[src/shared/halt_power_pkg.sv]
// constants for the halt and power-down control block
package halt_power_pkg;
  localparam logic [7:0]  HALT_OPCODE     = 8'h01;   // extra halt instruction
  localparam logic [11:0] RESET_VECTOR    = 12'h000; // restart address
  localparam int          CLOCK_MHZ       = 100;     // core clock rate
  localparam int          SYNC_STAGES     = 3;       // pin synchroniser depth
  localparam logic [7:0]  PORT_RESET_VAL  = 8'hff;   // quasi-bidir ports idle high
  localparam logic [7:0]  BUS_RESET_VAL   = 8'h00;   // bus port latch after reset
endpackage : halt_power_pkg

[src/halt_and_power_down_control.sv]
// halt and power-down control for the single-chip controller core
//
// What this block does
// opcode 01 decodes as halt instruction
// halt stops program execution advancing
// oscillator runs, internal state frozen in halt
// only reset, interrupt or a power-save entry ends halt
// reset exit restarts at address zero
// interrupt exit, enabled: one instruction then vector
// interrupt exit, disabled: resume after halt opcode
// ports and test-zero hold values during halt
// power-save low after reset low: stop, keep RAM
// supervisor raises power-save then releases reset
// power-save low after single-step low: stop, keep all
// raise power-save then single-step; resume exact state
// reset low 10 ms before, 10 us after
// single-step low 10 ms before, 10 us after
// reset, single-step ignored, pull-ups off when stopped
// test-zero floats, input disabled in power-down
// halt drives strobes high, address latch low
`timescale 1ns/1ns
module halt_and_power_down_control
  import halt_power_pkg::*;
#(
  parameter int PORT_W = 8                      // port width
) (
  input  wire logic              clock_i,        // core clock, 100 MHz
  input  wire logic              resetn_i,       // async reset, active low
  // pins from the supervisor
  input  wire logic              reset_pin_n_i,  // device reset pin, active low
  input  wire logic              power_save_n_i, // power-save pin, active low
  input  wire logic              single_step_n_i,// single-step pin, active low
  input  wire logic              ext_int_n_i,    // external interrupt, active low
  // core side
  input  wire logic              opcode_valid_i, // core issues an opcode fetch
  input  wire logic [7:0]        opcode_i,       // fetched opcode
  input  wire logic              instr_done_i,   // core completed an instruction
  input  wire logic              interrupts_enabled_state_i, // core interrupt enable
  input  wire logic [PORT_W-1:0] bus_port_core_i,  // bus port value from core
  input  wire logic              bus_port_oe_core_i,// bus port enable from core
  input  wire logic [PORT_W-1:0] port_one_core_i,  // port one value from core
  input  wire logic [PORT_W-1:0] port_two_core_i,  // port two value from core
  input  wire logic              test_zero_core_i, // test-zero value from core
  input  wire logic              test_zero_oe_core_i,// test-zero enable from core
  input  wire logic              test_zero_pin_i,  // test-zero pin input
  input  wire logic              read_strobe_n_core_i,  // core read strobe
  input  wire logic              write_strobe_n_core_i, // core write strobe
  input  wire logic              expander_strobe_core_i,// core expander strobe
  input  wire logic              program_store_strobe_n_core_i, // core fetch strobe
  input  wire logic              addr_latch_core_i,     // core address latch
  // control to core
  output logic                   core_run_o,     // core may advance
  output logic                   core_reset_o,   // core reset and pc load
  output logic [11:0]            restart_addr_o, // pc value on core reset
  output logic                   int_take_o,     // core vectors to service
  output logic                   osc_run_o,      // oscillator enable
  output logic                   pullup_en_o,    // reset/step pull-ups on
  output logic                   halted_o,       // halt mode status
  output logic                   ram_hold_o,     // ram-retention power-down
  output logic                   state_hold_o,   // full-state power-down
  // pins toward the board
  output logic [PORT_W-1:0]      bus_port_o,     // bus port drive value
  output logic                   bus_port_oe_o,  // bus port enable
  output logic [PORT_W-1:0]      port_one_o,     // port one latch
  output logic [PORT_W-1:0]      port_two_o,     // port two latch
  output logic                   port_oe_o,      // quasi-bidir ports driven
  output logic                   test_zero_pin_o,  // test-zero drive
  output logic                   test_zero_pin_oe_o,// test-zero enable
  output logic                   test_zero_in_o,   // test-zero to core
  output logic                   read_strobe_n_o,  // read strobe
  output logic                   write_strobe_n_o, // write strobe
  output logic                   expander_strobe_o,// expander strobe
  output logic                   program_store_strobe_n_o, // fetch strobe
  output logic                   addr_latch_o,     // address latch strobe
  output logic                   strobe_oe_o       // strobes driven
);

  typedef enum logic [2:0] {
    RUN, HALT, STEP_ONE, RAM_DOWN, STATE_DOWN
  } mode_e;

  ////////////////////////////////////////////////////////////////////////////
  // pin synchronisers
  logic rst_n_s;
  logic ps_n_s;
  logic ss_n_s;
  logic int_n_s;
  logic t0_s;

  pin_sync #(.RESET_VAL(1'b0)) u_rst (.clock_i(clock_i), .resetn_i(resetn_i),
    .pin_i(reset_pin_n_i), .level_o(rst_n_s));
  pin_sync #(.RESET_VAL(1'b1)) u_ps (.clock_i(clock_i), .resetn_i(resetn_i),
    .pin_i(power_save_n_i), .level_o(ps_n_s));
  pin_sync #(.RESET_VAL(1'b1)) u_ss (.clock_i(clock_i), .resetn_i(resetn_i),
    .pin_i(single_step_n_i), .level_o(ss_n_s));
  pin_sync #(.RESET_VAL(1'b1)) u_int (.clock_i(clock_i), .resetn_i(resetn_i),
    .pin_i(ext_int_n_i), .level_o(int_n_s));
  pin_sync #(.RESET_VAL(1'b0)) u_t0 (.clock_i(clock_i), .resetn_i(resetn_i),
    .pin_i(test_zero_pin_i), .level_o(t0_s));

  ////////////////////////////////////////////////////////////////////////////
  // state and frozen pin copies
  mode_e             mode_r;
  mode_e             mode_nxt;
  logic [PORT_W-1:0] bus_hold_r;
  logic              bus_oe_hold_r;
  logic [PORT_W-1:0] p1_hold_r;
  logic [PORT_W-1:0] p2_hold_r;
  logic              t0_hold_r;
  logic              t0_oe_hold_r;
  logic              int_take_r;

  ////////////////////////////////////////////////////////////////////////////
  // decode
  wire halt_fetch = opcode_valid_i && (opcode_i == HALT_OPCODE);
  wire osc_stop   = (mode_r == RAM_DOWN) || (mode_r == STATE_DOWN);
  wire pin_reset  = !rst_n_s && !osc_stop;
  wire int_active = !int_n_s;
  wire enter_ram  = !ps_n_s && !rst_n_s;
  wire enter_full = !ps_n_s && !ss_n_s && rst_n_s;

  // next-mode selection; power-save entries take priority over halt
  always_comb begin
    mode_nxt = mode_r;
    unique case (mode_r)
      RUN: begin
        if (enter_ram) mode_nxt = RAM_DOWN;
        else if (enter_full) mode_nxt = STATE_DOWN;
        else if (halt_fetch) mode_nxt = HALT;
      end
      HALT: begin
        if (enter_ram) mode_nxt = RAM_DOWN;
        else if (enter_full) mode_nxt = STATE_DOWN;
        else if (pin_reset) mode_nxt = RUN;
        else if (int_active && interrupts_enabled_state_i)
          mode_nxt = STEP_ONE;
        else if (int_active) mode_nxt = RUN;
      end
      STEP_ONE: begin
        if (pin_reset || instr_done_i) mode_nxt = RUN;
      end
      RAM_DOWN: begin
        if (ps_n_s) mode_nxt = RUN;
      end
      STATE_DOWN: begin
        if (ps_n_s) mode_nxt = RUN;
      end
      default: mode_nxt = RUN;
    endcase
  end

  // mode register and interrupt hand-off after the one instruction
  always_ff @(posedge clock_i or negedge resetn_i) begin
    if (!resetn_i) begin
      mode_r     <= RUN;
      int_take_r <= 1'b0;
    end else begin
      mode_r     <= mode_nxt;
      int_take_r <= (mode_r == STEP_ONE) && instr_done_i && !pin_reset;
    end
  end

  // capture pin values while running so halt can hold them
  always_ff @(posedge clock_i or negedge resetn_i) begin
    if (!resetn_i) begin
      bus_hold_r    <= BUS_RESET_VAL;
      bus_oe_hold_r <= 1'b0;
      p1_hold_r     <= PORT_RESET_VAL;
      p2_hold_r     <= PORT_RESET_VAL;
      t0_hold_r     <= 1'b0;
      t0_oe_hold_r  <= 1'b0;
    end else if (mode_r == RUN) begin
      bus_hold_r    <= bus_port_core_i;
      bus_oe_hold_r <= bus_port_oe_core_i;
      p1_hold_r     <= port_one_core_i;
      p2_hold_r     <= port_two_core_i;
      t0_hold_r     <= test_zero_core_i;
      t0_oe_hold_r  <= test_zero_oe_core_i;
    end
  end

  ////////////////////////////////////////////////////////////////////////////
  // outputs
  wire halted    = (mode_r == HALT);
  wire frozen    = halted || (mode_r == STATE_DOWN);
  wire pin_float = osc_stop;

  assign halted_o       = halted;
  assign ram_hold_o     = (mode_r == RAM_DOWN);
  assign state_hold_o   = (mode_r == STATE_DOWN);
  assign core_run_o     = !frozen && !osc_stop && ss_n_s;
  // ram mode always exits through reset; full-state mode never touches core
  assign core_reset_o   = pin_reset || (mode_r == RAM_DOWN);
  assign restart_addr_o = RESET_VECTOR;
  assign int_take_o     = int_take_r;
  assign osc_run_o      = !osc_stop;
  assign pullup_en_o    = !osc_stop;

  // halted pins show held values; power-down floats them
  assign bus_port_o     = halted ? bus_hold_r : bus_port_core_i;
  assign bus_port_oe_o  = pin_float ? 1'b0 :
                          (halted ? bus_oe_hold_r : bus_port_oe_core_i);
  assign port_one_o     = halted ? p1_hold_r : port_one_core_i;
  assign port_two_o     = halted ? p2_hold_r : port_two_core_i;
  assign port_oe_o      = !pin_float;
  assign test_zero_pin_o    = halted ? t0_hold_r : test_zero_core_i;
  assign test_zero_pin_oe_o = pin_float ? 1'b0 :
                              (halted ? t0_oe_hold_r : test_zero_oe_core_i);
  assign test_zero_in_o     = pin_float ? 1'b0 : t0_s;
  assign read_strobe_n_o    = halted ? 1'b1 : read_strobe_n_core_i;
  assign write_strobe_n_o   = halted ? 1'b1 : write_strobe_n_core_i;
  assign expander_strobe_o  = halted ? 1'b1 : expander_strobe_core_i;
  assign program_store_strobe_n_o = halted ? 1'b1 : program_store_strobe_n_core_i;
  assign addr_latch_o       = halted ? 1'b0 : addr_latch_core_i;
  assign strobe_oe_o        = !pin_float;

endmodule : halt_and_power_down_control

[src/pin_sync.sv]
// three-stage synchroniser that reports a change once stages two and three agree
`timescale 1ns/1ns
module pin_sync #(
  parameter logic RESET_VAL = 1'b1            // level held during reset
) (
  input  wire logic clock_i,                  // core clock
  input  wire logic resetn_i,                 // async reset, active low
  input  wire logic pin_i,                    // raw pin level
  output logic      level_o                   // filtered level
);
  logic s1_r;
  logic s2_r;
  logic s3_r;
  logic level_r;
  wire  agree = (s2_r == s3_r);

  // shift chain; the first stage feeds only the second
  always_ff @(posedge clock_i or negedge resetn_i) begin
    if (!resetn_i) begin
      s1_r    <= RESET_VAL;
      s2_r    <= RESET_VAL;
      s3_r    <= RESET_VAL;
      level_r <= RESET_VAL;
    end else begin
      s1_r <= pin_i;
      s2_r <= s1_r;
      s3_r <= s2_r;
      if (agree) begin
        level_r <= s3_r;
      end
    end
  end

  assign level_o = level_r;
endmodule : pin_sync

[config.mk]
export PLATFORM = sky130hd
export DESIGN_NAME = halt_and_power_down_control
export DESIGN_NICKNAME = d
export VERILOG_FILES = /design/src/shared/halt_power_pkg.sv /design/src/halt_and_power_down_control.sv /design/src/pin_sync.sv
export SDC_FILE = /design/constraint.sdc
export NUM_CORES = 1
export LEC_CHECK = 0
export BUFFER_PORTS_ARGS = -buffer_cell sky130_fd_sc_hd__buf_2
export CAP_MARGIN = 20
export CORE_MARGIN = 8
export CORE_UTILIZATION = 47
export DETAILED_ROUTE_END_ITERATION = 6
export GPL_TIMING_DRIVEN = 0
export MAX_ROUTING_LAYER = met4
export PLACE_DENSITY = 0.84
export RECOVER_POWER = 100
export SYNTH_ARGS = -nofsm -noshare
export SYNTH_HDL_FRONTEND = slang
export SYNTH_SLANG_ARGS = --single-unit
[constraint.sdc]
create_clock -name clock_i -period 2.1 [get_ports clock_i]
set_clock_uncertainty 0.1 [all_clocks]
set_input_delay 0.105 -clock clock_i [delete_from_list [all_inputs] [get_ports clock_i]]
set_output_delay 0.105 -clock clock_i [all_outputs]
set_load 0.1 [all_outputs]
======== Word level (Yosys, flattened, before mapping) ========
Cells that the tools add are included.
Widths: inputs -> output; s select.
cells by class
  eq/ne operators ......................... 14
  mux-type cells .......................... 25
  reductions and logical operators ........ 24
operator list
  operator            count
  $mux 3              10
  $mux 8              3
  $pmux 3 s4          1
  $mux 1              11
  $logic_and 1x1->1   10
  $eq 8x1->1 const B  1
  $logic_not 1->1     7
  $eq 3x2->1 const B  2
  $ne 6x6->1 const B  1
  $eq 1x1->1          5
  $logic_or 1x1->1    4
  $ne 4x4->1 const B  1
  $reduce_and 4->1    1
  $eq 3x1->1 const B  1
  $eq 3x3->1 const B  1
  $logic_not 3->1     1
  $ne 2x1->1 const B  1
  $ne 2x2->1 const B  1
  $reduce_or 2->1     1
word-level totals
  register bits ........................... 51
  input port bits ......................... 50
  output and inout port bits .............. 55
  logic and storage cells ................. 91

======== Depth between registers and ports, before layout ========
Gate-level depths: netlist (run 1).
  depth after elaboration ................. 8
  mapped depth ............................ 5
  gate-level depth less buffers ........... 4

======== Cells and area by module ========
A second synthesis (run 1) with hierarchy kept.
unflattened totals
  cells, all modules ...................... 181
  area total of the unflattened synthesis .. 2429.8 um2
by module, submodules not included
  module                       times used  cells each  area an instance (um2)  seq. area each (um2)
  halt_and_power_down_control  1           156         1858.0                  795.8
  pin_sync (u_int ...)         3           5           116.4                   105.1
  pin_sync (u_rst ...)         2           5           111.4                   100.1

======== Worst setup path after synthesis (run 1) ========
Ideal clock, no wire load.
  path kind ............................... reg-to-output
  from .................................... register mode_r[1]
  to ...................................... output port test_zero_in_o
  arrival time ............................ 5.260 ns
  data required time ...................... 1.895 ns
  setup slack ............................. -3.365 ns
  cell stages (with the launch flop) ...... 5
  buffers on the path ..................... 1
  cell sequence ........................... dfrtp_1 buf_2 nor3b_1 nor2_1 and2_1
on the way
  cells in the longest elaborated chain, start to end .. 3
  elaborated cells on any way between the ends .. 4
  classes of those cells .................. 2 x eq/ne; 1 x mux; 1 x reduce/logical
RTL lines
  item                    line                                source
  start, declared         halt_and_power_down_control.sv:103  mode_e mode_r;
  start signal, assigned  halt_and_power_down_control.sv:158  mode_r <= mode_nxt;
  $eq 3x3->1              -
  via state_hold_o        halt_and_power_down_control.sv:60   output logic state_hold_o,
  $logic_or 1x1->1        halt_and_power_down_control.sv:116  wire osc_stop = (mode_r == RAM_DOWN) || (mode_r == STATE_DOWN);
  $mux 1                  halt_and_power_down_control.sv:209  assign test_zero_in_o = pin_float ? 1'b0 : t0_s;
  end, declared           halt_and_power_down_control.sv:69   output logic test_zero_in_o,
The timed path passes the listed nets, and every way through them passes these cells.

======== Final worst setup path (run 1) ========
  from .................................... register mode_r[1]
  to ...................................... output port port_one_o[1]
on the way
  cells in the longest elaborated chain, start to end .. 2
RTL lines
  item           line                                source
  $eq 3x1->1     halt_and_power_down_control.sv:184  wire halted = (mode_r == HALT);
  $mux 8         halt_and_power_down_control.sv:203  assign port_one_o = halted ? p1_hold_r : port_one_core_i;
  end, declared  halt_and_power_down_control.sv:64   output logic [PORT_W-1:0] port_one_o,
No other way between the ends.

==> results of run 1 <==
layout make-up:
type                            instances  area, um^2  share of cell area (%)
Multi-Input combinational cell        113        1030                    25.9
Clock inverter                          3        23.8                   0.596
Buffer                                 24         258                    6.46
Tap cell                               70        87.6                    2.19
Sequential cell                        51        1310                    32.9
Clock buffer                            5        68.8                    1.72
Inverter                                1        3.75                  0.0940
Timing Repair Buffer                  138        1200                    30.2
metal layers:
metal | up-vias | global-route usage, %
met5 | - | -
met4 | 0 | 7.19
met3 | 13 | 4.25
met2 | 73 | 29.6
met1 | 918 | 18.5
li1 | 911 | -
how the worst max path moves through the flow:
| stage | startpoint | end | slack (ns) | cells after the start |
|---|---|---|---|---|
| after floorplan | mode_r[1]$_DFFE_PN0P_ | mode_r[1]$_DFFE_PN0P_ | -0.43 | 5 |
| after global placement | mode_r[0]$_DFFE_PN0P_ | port_one_o[3] | 0.02 | 5 |
| after detailed placement | mode_r[2]$_DFFE_PN0P_ | t0_oe_hold_r$_DFFE_PN0P_ | 0.004 | 4 |
| after CTS | mode_r[1]$_DFFE_PN0P_ | port_one_o[3] | -0.01 | 6 |
| after global routing | mode_r[1]$_DFFE_PN0P_ | port_one_o[0] | -0.03 | 6 |
| final | mode_r[1]$_DFFE_PN0P_ | port_one_o[1] | 0.04 | 6 |
where the power goes:
part / leakage [nW] / switching [mW] / internal (mW) / total (mW)
Sequential: 0.567 / 0.162 / 1.42 / 1.58
Combinational: 1.21 / 2.56 / 1.49 / 4.05
Clock: 0.0486 / 0.334 / 0.240 / 0.574
cells in the mapped netlist, drive strengths merged (2+ instances only):
| library cell | n | share of area, % |
|---|---|---|
| a21oi | 2 | 0.42 |
| nand2b | 2 | 0.52 |
| nand2 | 2 | 0.31 |
| o21ai | 5 | 1.0 |
| a22oi | 2 | 0.62 |
| nand3 | 2 | 0.42 |
| mux2 | 52 | 24 |
| nor3b | 3 | 1.4 |
| nor2 | 6 | 0.94 |
| or2 | 4 | 1.0 |
| buf | 23 | 6.9 |
| dfrtp | 23 | 24 |
| nor3 | 4 | 1.0 |
| maj3 | 5 | 2.1 |
| dfstp | 28 | 31 |
repair_timing:
action                     4_1_cts  5_1_grt
gates cloned                     0        1
gates resized for setup         68       37
hold endpoints to repair        56        0
pin swaps                        1        1
hold buffers                    34        0
setup endpoints to repair       38       36
setup buffers                    4        6
cell families after synthesis:
logic type | after synthesis
AOI/OAI and AO/OA | 14
adders and majority gates | 5
buffers and inverters | 25
DFF | 51
muxes | 52
other | 1
and+or+nand+nor | 30
critical path: stages (launching register included):
cell	delay (ns)
dfrtp_1	0.38
buf_6	0.13
nor3b_4	0.18
buf_6	0.17
buf_12	0.15
mux2_2	0.35
buf_6	0.19
sequential cells by signal, summed over array words and instances (netlist names), 3 cells and up:
name        count
bus_hold_r      8
p1_hold_r       8
p2_hold_r       8
mode_r          3
==> metrics.txt, run 1 <==
Startpoint Class flip-flop; gr usage total between 15 and 20%; drt wl/cell 16.2 um; Hold Crit Class input pin to flip-flop; Synth Area in XOR/XNOR 0%; FF-to-FF path depth 5; RD Place Congestion 0.784; post-synthesis area per instance 13.5 um^2; area of the core between 0.005 and 0.006 mm^2; Final #Nets ~380; CP Capture Type output pin; H-tree depth 2; Final Power ~6.2 mW; Num Clock Sinks 51; TritonCTS clock tree yes; max_cap viols 0; Die Ht slightly below 90 um; R2R setup slack 0.16 ns; worst r2r src mode_r[0]$_DFFE_PN0P_; share of layout cells above drive strength 1 ~67%; Setup Crit Path Kind flip-flop to output pin; unrepaired setup endpoints after global routing yes; Synth Register Bits 51; power per cell area ~1600 mW/mm^2; Ports around 110; drt pass-1 iters 5; Hold Path Stages 3; Cell Rows 26; commonest non-fill, non-tap cell in the layout buf_2; I/O Buffers 92; CTS clock-pin slew for the worst setup and hold paths about 0.090 ns; final instance area ~0.0040 mm^2; first-pass GRT wire length between 9 and 10 mm; simple-gate share of the synthesized area a little under 8%; Worst Hold End mode_r[1]$_DFFE_PN0P_; initial antenna violation count 0; Final Util between 70% and 80%; DR iter-0 viols 87; WL final approximately 6.5 mm; Layout fillers 329; Mapped Area roughly 0.0024 mm^2; Ys Warns 0; Root Driver clkbuf_8; Post-DP Area 0.00307 mm^2; non-filler cells in the finished layout 405; largest net degree at the start of global routing 52; Clock Tree Buf Depth 2; number of global-route vias before repair 2047; largest family of logic cells by synthesized area multiplexers; clk_lat worst skew 0.30 ns; slew margin rel. between 20% and 30%; adder-cell share of the synthesized area roughly 2.1%; post-route ant nets 0; Tcrit/Tclk final about 98%; Overflow after GRT 0; setup TNS 0 ns; mux cell area share after synthesis approximately a quarter; met2 routed WL 3.48 mm; Async SR Flop Fraction 100%; DR WL met3 413 um; Place WS 0.00355 ns; Min Hold Slack 0.0271 ns; Placed Cells about 350; EDFF count, synth 0; final setup vio count 0; post-synthesis sequential area ratio 54.6%; fmax about 500 MHz; Final WS setup 0.0412 ns; status finished clean; Layout area overhead 66.1%; worst vdd ir 1.02 mV; crit path time final ~2 ns; Max FO, Critical Path 10; DRC Markers 0; dpl hpwl about 4.0 mm; Worst R2R End t0_hold_r$_DFFE_PN0P_; Max Used Layer met4; CTS buffer count 5; Initial Utilization between 40% and 50%; worst slew pin tran between 1 and 1.5 ns; Worst EP arrival 1.85 ns; DIE AREA roughly 0.0077 mm^2; LEAKAGE 1.83 nW; WL met1 around 2.5 mm; pins over their slew limit 0; most used flip-flop cell after synthesis dfstp_2; Final Hold Vio Count 0; post-DR vias/cell ~4.7; Gate Count Post-Synth 178; Die X between 80 and 90 um; most frequent cells in the layout 55 x buf_2, 44 x mux2_2, 34 x dlygate4sd3_1; post-synthesis compound-gate area fraction 3.75%; Critical Path RT roughly 1.9 ns; total number of vias approximately 1900; hold wc startpoint interrupts_enabled_state_i; Ant. Diodes 0; Yosys cell types 35
Note: power is estimated with default switching activity, not from simulation.
==> run 2: changes to the inputs <==
--- a/config.mk
+++ b/config.mk
@@ -9,11 +9,13 @@
 export CAP_MARGIN = 20
 export CORE_MARGIN = 8
 export CORE_UTILIZATION = 47
+export CTS_BUF_LIST = sky130_fd_sc_hd__clkbuf_16
 export DETAILED_ROUTE_END_ITERATION = 6
 export GPL_TIMING_DRIVEN = 0
 export MAX_ROUTING_LAYER = met4
 export PLACE_DENSITY = 0.84
 export RECOVER_POWER = 100
+export REMOVE_ABC_BUFFERS = 1
 export SYNTH_ARGS = -nofsm -noshare
 export SYNTH_HDL_FRONTEND = slang
 export SYNTH_SLANG_ARGS = --single-unit
==> run 2 against run 1 <==
Net effect:
- fmax up 0.14%
- non-clock buffer count down 26
- sequential cell count unchanged
- sequential share of layout area up 4.1 points
- register-to-register slack worse by 0.05 ns
- via count down 3.9%
- cell count down 6.4%
- combinational power down 15%
- first-iteration DRC count down 18%
- clock-buffer cell count unchanged
- hold slack better by 0.027 ns
- utilization down 8.6 points
==> metrics.txt, run 2 (synthesis gave the netlist of run 1 again) <==
Die X slightly below 90 um; slew margin rel. 15.6%; largest net degree at the start of global routing 52; worst slew pin tran between 1 and 1.5 ns; Final Util between 70% and 80%; DIE AREA ~0.0077 mm^2; Layout fillers roughly 360; RD Place Congestion slightly above 0.8; pins over their slew limit 0; Cell Rows 26; I/O Buffers between 90 and 100; Die Ht slightly below 90 um; LEAKAGE roughly 1.6 nW; Initial Utilization roughly 48%; Layout area overhead 48.0%; Tcrit/Tclk final 97.9%; crit path time final a little over 2 ns; Ports 105; gr usage total roughly 15%; CP Capture Type output pin; Setup Crit Path Kind flip-flop to output pin; total number of vias around 1800; post-route ant nets 0; biggest regs bus_hold_r x8, p1_hold_r x8, p2_hold_r x8; Max FO, Critical Path 20; dpl hpwl between 3 and 4 mm; DR iter-0 viols 71; power per cell area roughly 1600 mW/mm^2; CTS clock-pin slew for the worst setup and hold paths 0.07 ns; Overflow after GRT 0; share of layout cells above drive strength 1 61.8%; R2R setup slack 0.11 ns; drt wl/cell around 16 um; status finished clean; H-tree depth 2; CTS buffer count 5; post-DR vias/cell 4.86; Final Hold Vio Count 0; Hold Crit Class input pin to flip-flop; Num Clock Sinks between 50 and 60; clk_lat worst skew 0.28 ns; Final Power slightly below 6 mW; Clock Tree Buf Depth 2; Critical Path RT about 1.9 ns; final setup vio count 0; fmax 486 MHz; Worst EP arrival roughly 1.9 ns; Final #Nets around 360; initial antenna violation count 0; first-pass GRT wire length between 9 and 10 mm; WL final 5.91 mm; max_cap viols 0; Root Driver clkbuf_16; TritonCTS clock tree yes; drt pass-1 iters 4; DRC Markers 0; number of global-route vias before repair 1945; Ant. Diodes 0; most frequent cells in the layout 67 x buf_2, 52 x mux2_2, 34 x dlygate4sd3_1; Startpoint Class flip-flop; area of the core about 0.0050 mm^2; worst vdd ir roughly 1.2 mV; commonest non-fill, non-tap cell in the layout buf_2
==> run 2: cell count changes in the layout (fill, tap and decap cells not counted), sizes merged <==
cell | before | now
buf | 118 | 92
clkinv | 2 | 1
inv | 2 | 3
==> run 2: area by class of cell <==
cell class	count	area, um^2	share of cell area, %
Timing Repair Buffer	136	1040	29.1
Tap cell	70	87.6	2.46
Inverter	1	3.75	0.105
Multi-Input combinational cell	113	967	27.2
Clock buffer	5	125	3.52
Sequential cell	51	1320	37.0
Clock inverter	3	22.5	0.633
==> run 2: path summary, 6_finish.rpt <==
check | start | to | depth (start not counted)
max | mode_r[1]$_DFFE_PN0P_ | port_two_o[5] | 5
min | interrupts_enabled_state_i | mode_r[1]$_DFFE_PN0P_ | 3
max reg2reg | mode_r[2]$_DFFE_PN0P_ | bus_hold_r[6]$_DFFE_PN0P_ | 4
min reg2reg | u_t0.s1_r$_DFF_PN0_ | u_t0.s2_r$_DFF_PN0_ | 0
max in group asynchronous | resetn_i | mode_r[2]$_DFFE_PN0P_ | 2
min in group asynchronous | resetn_i | u_t0.s3_r$_DFF_PN0_ | 2
==> run 2: routing by layer <==
| layer | vias up | GRT usage [%] | part of all wire, % |
|---|---|---|---|
| li1 | 858 | - | - |
| met5 | - | - | 0 |
| met3 | 4 | 3.77 | 6.5 |
| met4 | 0 | 4.22 | 0.83 |
| met1 | 914 | 16.1 | 38 |
| met2 | 65 | 27.8 | 54 |
==> run 2: what timing repair did <==
item	in CTS	in global routing
setup endpoints to repair	37	27
buffers inserted	5	2
hold buffers	34	0
pin swaps	1	0
endpoints found under the hold margin	56	0
resized for setup	18	22
==> run 2: metrics by stage <==
stage / setup WS (ns) / cell area (um^2) / setup TNS [ns] / cells / hold WS (ns)
floorplan: -6.81 / 2280 / -79.36 / 165 / -0.291
global placement: -0.730 / 2820 / -36.91 / 327 / 0.111
detailed placement: -0.261 / 2890 / -5.66 / 329 / 0.111
CTS: 0.0201 / 3450 / 0 / 376 / 0.0460
global route: -0.0271 / 3560 / -0.0672 / 379 / 0.0752
finish: 0.0441 / 3560 / 0 / 379 / 0.0542
==> run 2: worst max-delay path, stage by stage (launching register included) <==
cell and delay [ns]:
dfrtp_2 0.48, nor3b_4 0.22, buf_4 0.17, buf_16 0.15, mux2_2 0.36, buf_6 0.19
==> run 2: where the power goes <==
group | total [mW] | internal (mW) | switching (mW)
clock network | 0.799 | 0.448 | 0.351
registers | 1.62 | 1.42 | 0.195
logic | 3.43 | 1.06 | 2.38
==> run 3: changes to the inputs <==
--- a/config.mk
+++ b/config.mk
@@ -5,10 +5,11 @@
 export SDC_FILE = /design/constraint.sdc
 export NUM_CORES = 1
 export LEC_CHECK = 0
+export ABC_AREA = 1
 export BUFFER_PORTS_ARGS = -buffer_cell sky130_fd_sc_hd__buf_2
 export CAP_MARGIN = 20
 export CORE_MARGIN = 8
-export CORE_UTILIZATION = 47
+export CORE_UTILIZATION = 48
 export CTS_BUF_LIST = sky130_fd_sc_hd__clkbuf_16
 export DETAILED_ROUTE_END_ITERATION = 6
 export GPL_TIMING_DRIVEN = 0
@@ -16,6 +17,7 @@
 export PLACE_DENSITY = 0.84
 export RECOVER_POWER = 100
 export REMOVE_ABC_BUFFERS = 1
+export SKIP_LAST_GASP = 1
 export SYNTH_ARGS = -nofsm -noshare
 export SYNTH_HDL_FRONTEND = slang
 export SYNTH_SLANG_ARGS = --single-unit
==> run 3 against run 2 <==
Net effect:
- sequential share of layout area fell by 0.52 points
- die area up 4.7%
- area after synthesis increased by 8.0%
- utilization shrank 1.3 points
- global-route usage about the same
- hold slack got worse by 0.050 ns
- non-clock buffer count fell by 13
- fmax increased by 3.3%
==> metrics.txt, run 3 <==
Initial Utilization between 50% and 60%; biggest regs bus_hold_r x8, p1_hold_r x8, p2_hold_r x8; final setup vio count 0; Final #Nets approximately 470; post-DR vias/cell 4.59; largest net degree at the start of global routing 52; unrepaired setup endpoints after global routing yes; Layout area overhead 38.9%; initial antenna violation count 0; total number of vias 2239; area of the core just over 0.005 mm^2; Startpoint Class flip-flop; worst slew pin tran between 1 and 1.5 ns; status finished clean; Num Clock Sinks 51; most frequent cells in the layout 72 x nand2_1, 62 x buf_2, 44 x inv_1; synth cell count leaders 72 x nand2_1, 44 x inv_1, 41 x o21ai_0, 28 x dfstp_2, 23 x dfrtp_1; most used flip-flop cell after synthesis dfstp_2; Area contributors post-synth dfstp_2 28%, dfrtp_1 22%, nand2_1 10%; post-synthesis area per instance 8.57 um^2; drt pass-1 iters 4; drt wl/cell around 12 um; WL final between 6 and 7 mm; DR iter-0 viols between 80 and 90; Synth area leader dfstp_2; Hold Crit Class input pin to flip-flop; Post-DP Area between 0.002 and 0.003 mm^2; CTS buffer count 5; Yosys cell types 26; pins over their slew limit 0; worst r2r src mode_r[2]$_DFFE_PN0P_; Final WS setup around 0.11 ns; CP Capture Type output pin; dpl hpwl between 4 and 5 mm; RD Place Congestion around 0.78; most frequent cell after synthesis nand2_1; post-synthesis sequential area ratio between 50% and 60%; CTS clock-pin slew for the worst setup and hold paths roughly 0.070 ns; crit path time final around 2.0 ns; share of layout cells above drive strength 1 36.4%; H-tree depth 2; Tcrit/Tclk final between 90 and 100%; Synth Register Bits approximately 50; Cell Rows 26; Final Hold Vio Count 0; Setup Crit Path Kind flip-flop to output pin; clk_lat worst skew ~0.28 ns; Ant. Diodes 0; DRC Markers 0; Worst EP arrival about 1.8 ns; commonest non-fill, non-tap cell in the layout nand2_1; Die Ht between 80 and 90 um; Ys Warns 0; Overflow after GRT 0; Root Driver clkbuf_16; Clock Tree Buf Depth 2; Layout fillers 404; Place WS -0.222 ns; EDFF count, synth 0; final instance area 0.00361 mm^2; crit path from mode_r[1]$_DFFE_PN0P_; max_cap viols 0; TritonCTS clock tree yes; Mapped Area approximately 0.0026 mm^2; hold wc startpoint port_two_core_i[0]; Die X 89.5 um; Max FO, Critical Path 50; post-route ant nets 0; Async SR Flop Fraction 100%; Gate Count Post-Synth 303; DIE AREA between 0.008 and 0.009 mm^2; slew margin rel. 22.2%; number of global-route vias before repair about 2200; top cell type's share of synthesized area 28.3%; gr usage total between 15 and 20%; fmax 502 MHz; I/O Buffers between 90 and 100; Ports approximately 110; Critical Path RT ~1.9 ns; first-pass GRT wire length 9.65 mm
run 3: changes by cell type after synthesis, moves of 5 or more:
cell / previous run / this run
inv_1: 1 / 44
nand2_2: 0 / 5
nand2_1: 2 / 72
nand3_1: 2 / 7
o21ai_2: 0 / 7
mux2_2: 52 / 0
o21ai_1: 1 / 7
nor2_1: 6 / 14
o21ai_0: 4 / 41
run 3: cells by family after synthesis:
group | synth area share, %
buffers and inverters | 14.9
AO/OA/AOI/OAI | 12.3
AND/OR/NAND/NOR | 20.2
adder cells (fa/ha/maj) | 1.93
flip-flops | 50.5
other | 0.144
run 3: final cells by class:
class / count / area (um^2) / area share, %
inverters: 48 / 206 / 5.73
repair buffers: 123 / 887 / 24.6
multi-input cells: 188 / 938 / 26.0
flip-flops and latches: 51 / 1310 / 36.4
clock inverters: 3 / 47.5 / 1.32
well taps: 70 / 87.6 / 2.43
clock buffers: 5 / 125 / 3.47
run 3: worst max-delay path, stage by stage (launching register included):
cell and delay (ns):
dfrtp_1 0.44, nor2_2 0.10, nand2_4 0.22, clkinv_16 0.17
o21ai_0 0.27, buf_6 0.27
run 3: what timing repair did:
| item | in CTS | in global routing |
|---|---|---|
| setup buffers | 0 | 2 |
| setup endpoints to repair | 29 | 33 |
| gates resized for setup | 31 | 18 |
| endpoints found under the hold margin | 50 | 0 |
| pin swaps | 0 | 1 |
| cloned | 0 | 0 |
| hold buffers | 28 | 0 |
run 3: routing by layer:
metal	track usage (%)	up-vias	wire (um)
met5	-	-	0
met4	3.02	0	39
met3	3.95	4	526
met2	27.3	80	3110
met1	16.7	1022	2390
li1	-	1133	-
run 3: path summary, 6_finish.rpt:
path	to	slack (ns)	cells past startpoint
setup reg to reg	bus_hold_r[3]$_DFFE_PN0P_	0.42	6
hold / removal	p2_hold_r[0]$_DFFE_PN1P_	0.004	3
max in group asynchronous	p2_hold_r[5]$_DFFE_PN1P_	0.82	3
setup / recovery	port_one_o[1]	0.11	5
hold reg to reg	u_t0.s2_r$_DFF_PN0_	0.26	0
min in group asynchronous	u_rst.s1_r$_DFF_PN0_	0.33	2
run 3: stage by stage:
| step | cells | TNS (ns) | utilization [%] | hold slack (ns) |
|---|---|---|---|---|
| 2_1_floorplan | 287 | -36.88 | - | -0.291 |
| 5_1_grt | 488 | -0.224 | 69.7 | 0.0318 |
| 6_report | 488 | 0 | 69.7 | 0.00393 |
| 4_1_cts | 485 | 0 | 67.9 | 0.0106 |
| 3_3_place_gp | 449 | -3.67 | 57.6 | 0.111 |
| 3_5_place_dp | 449 | -4.84 | 57.6 | 0.111 |
Power of run 3 is left out: the tool's default activity adds up to more than one toggle a clock period on the data nets, which glitch-free logic cannot reach.
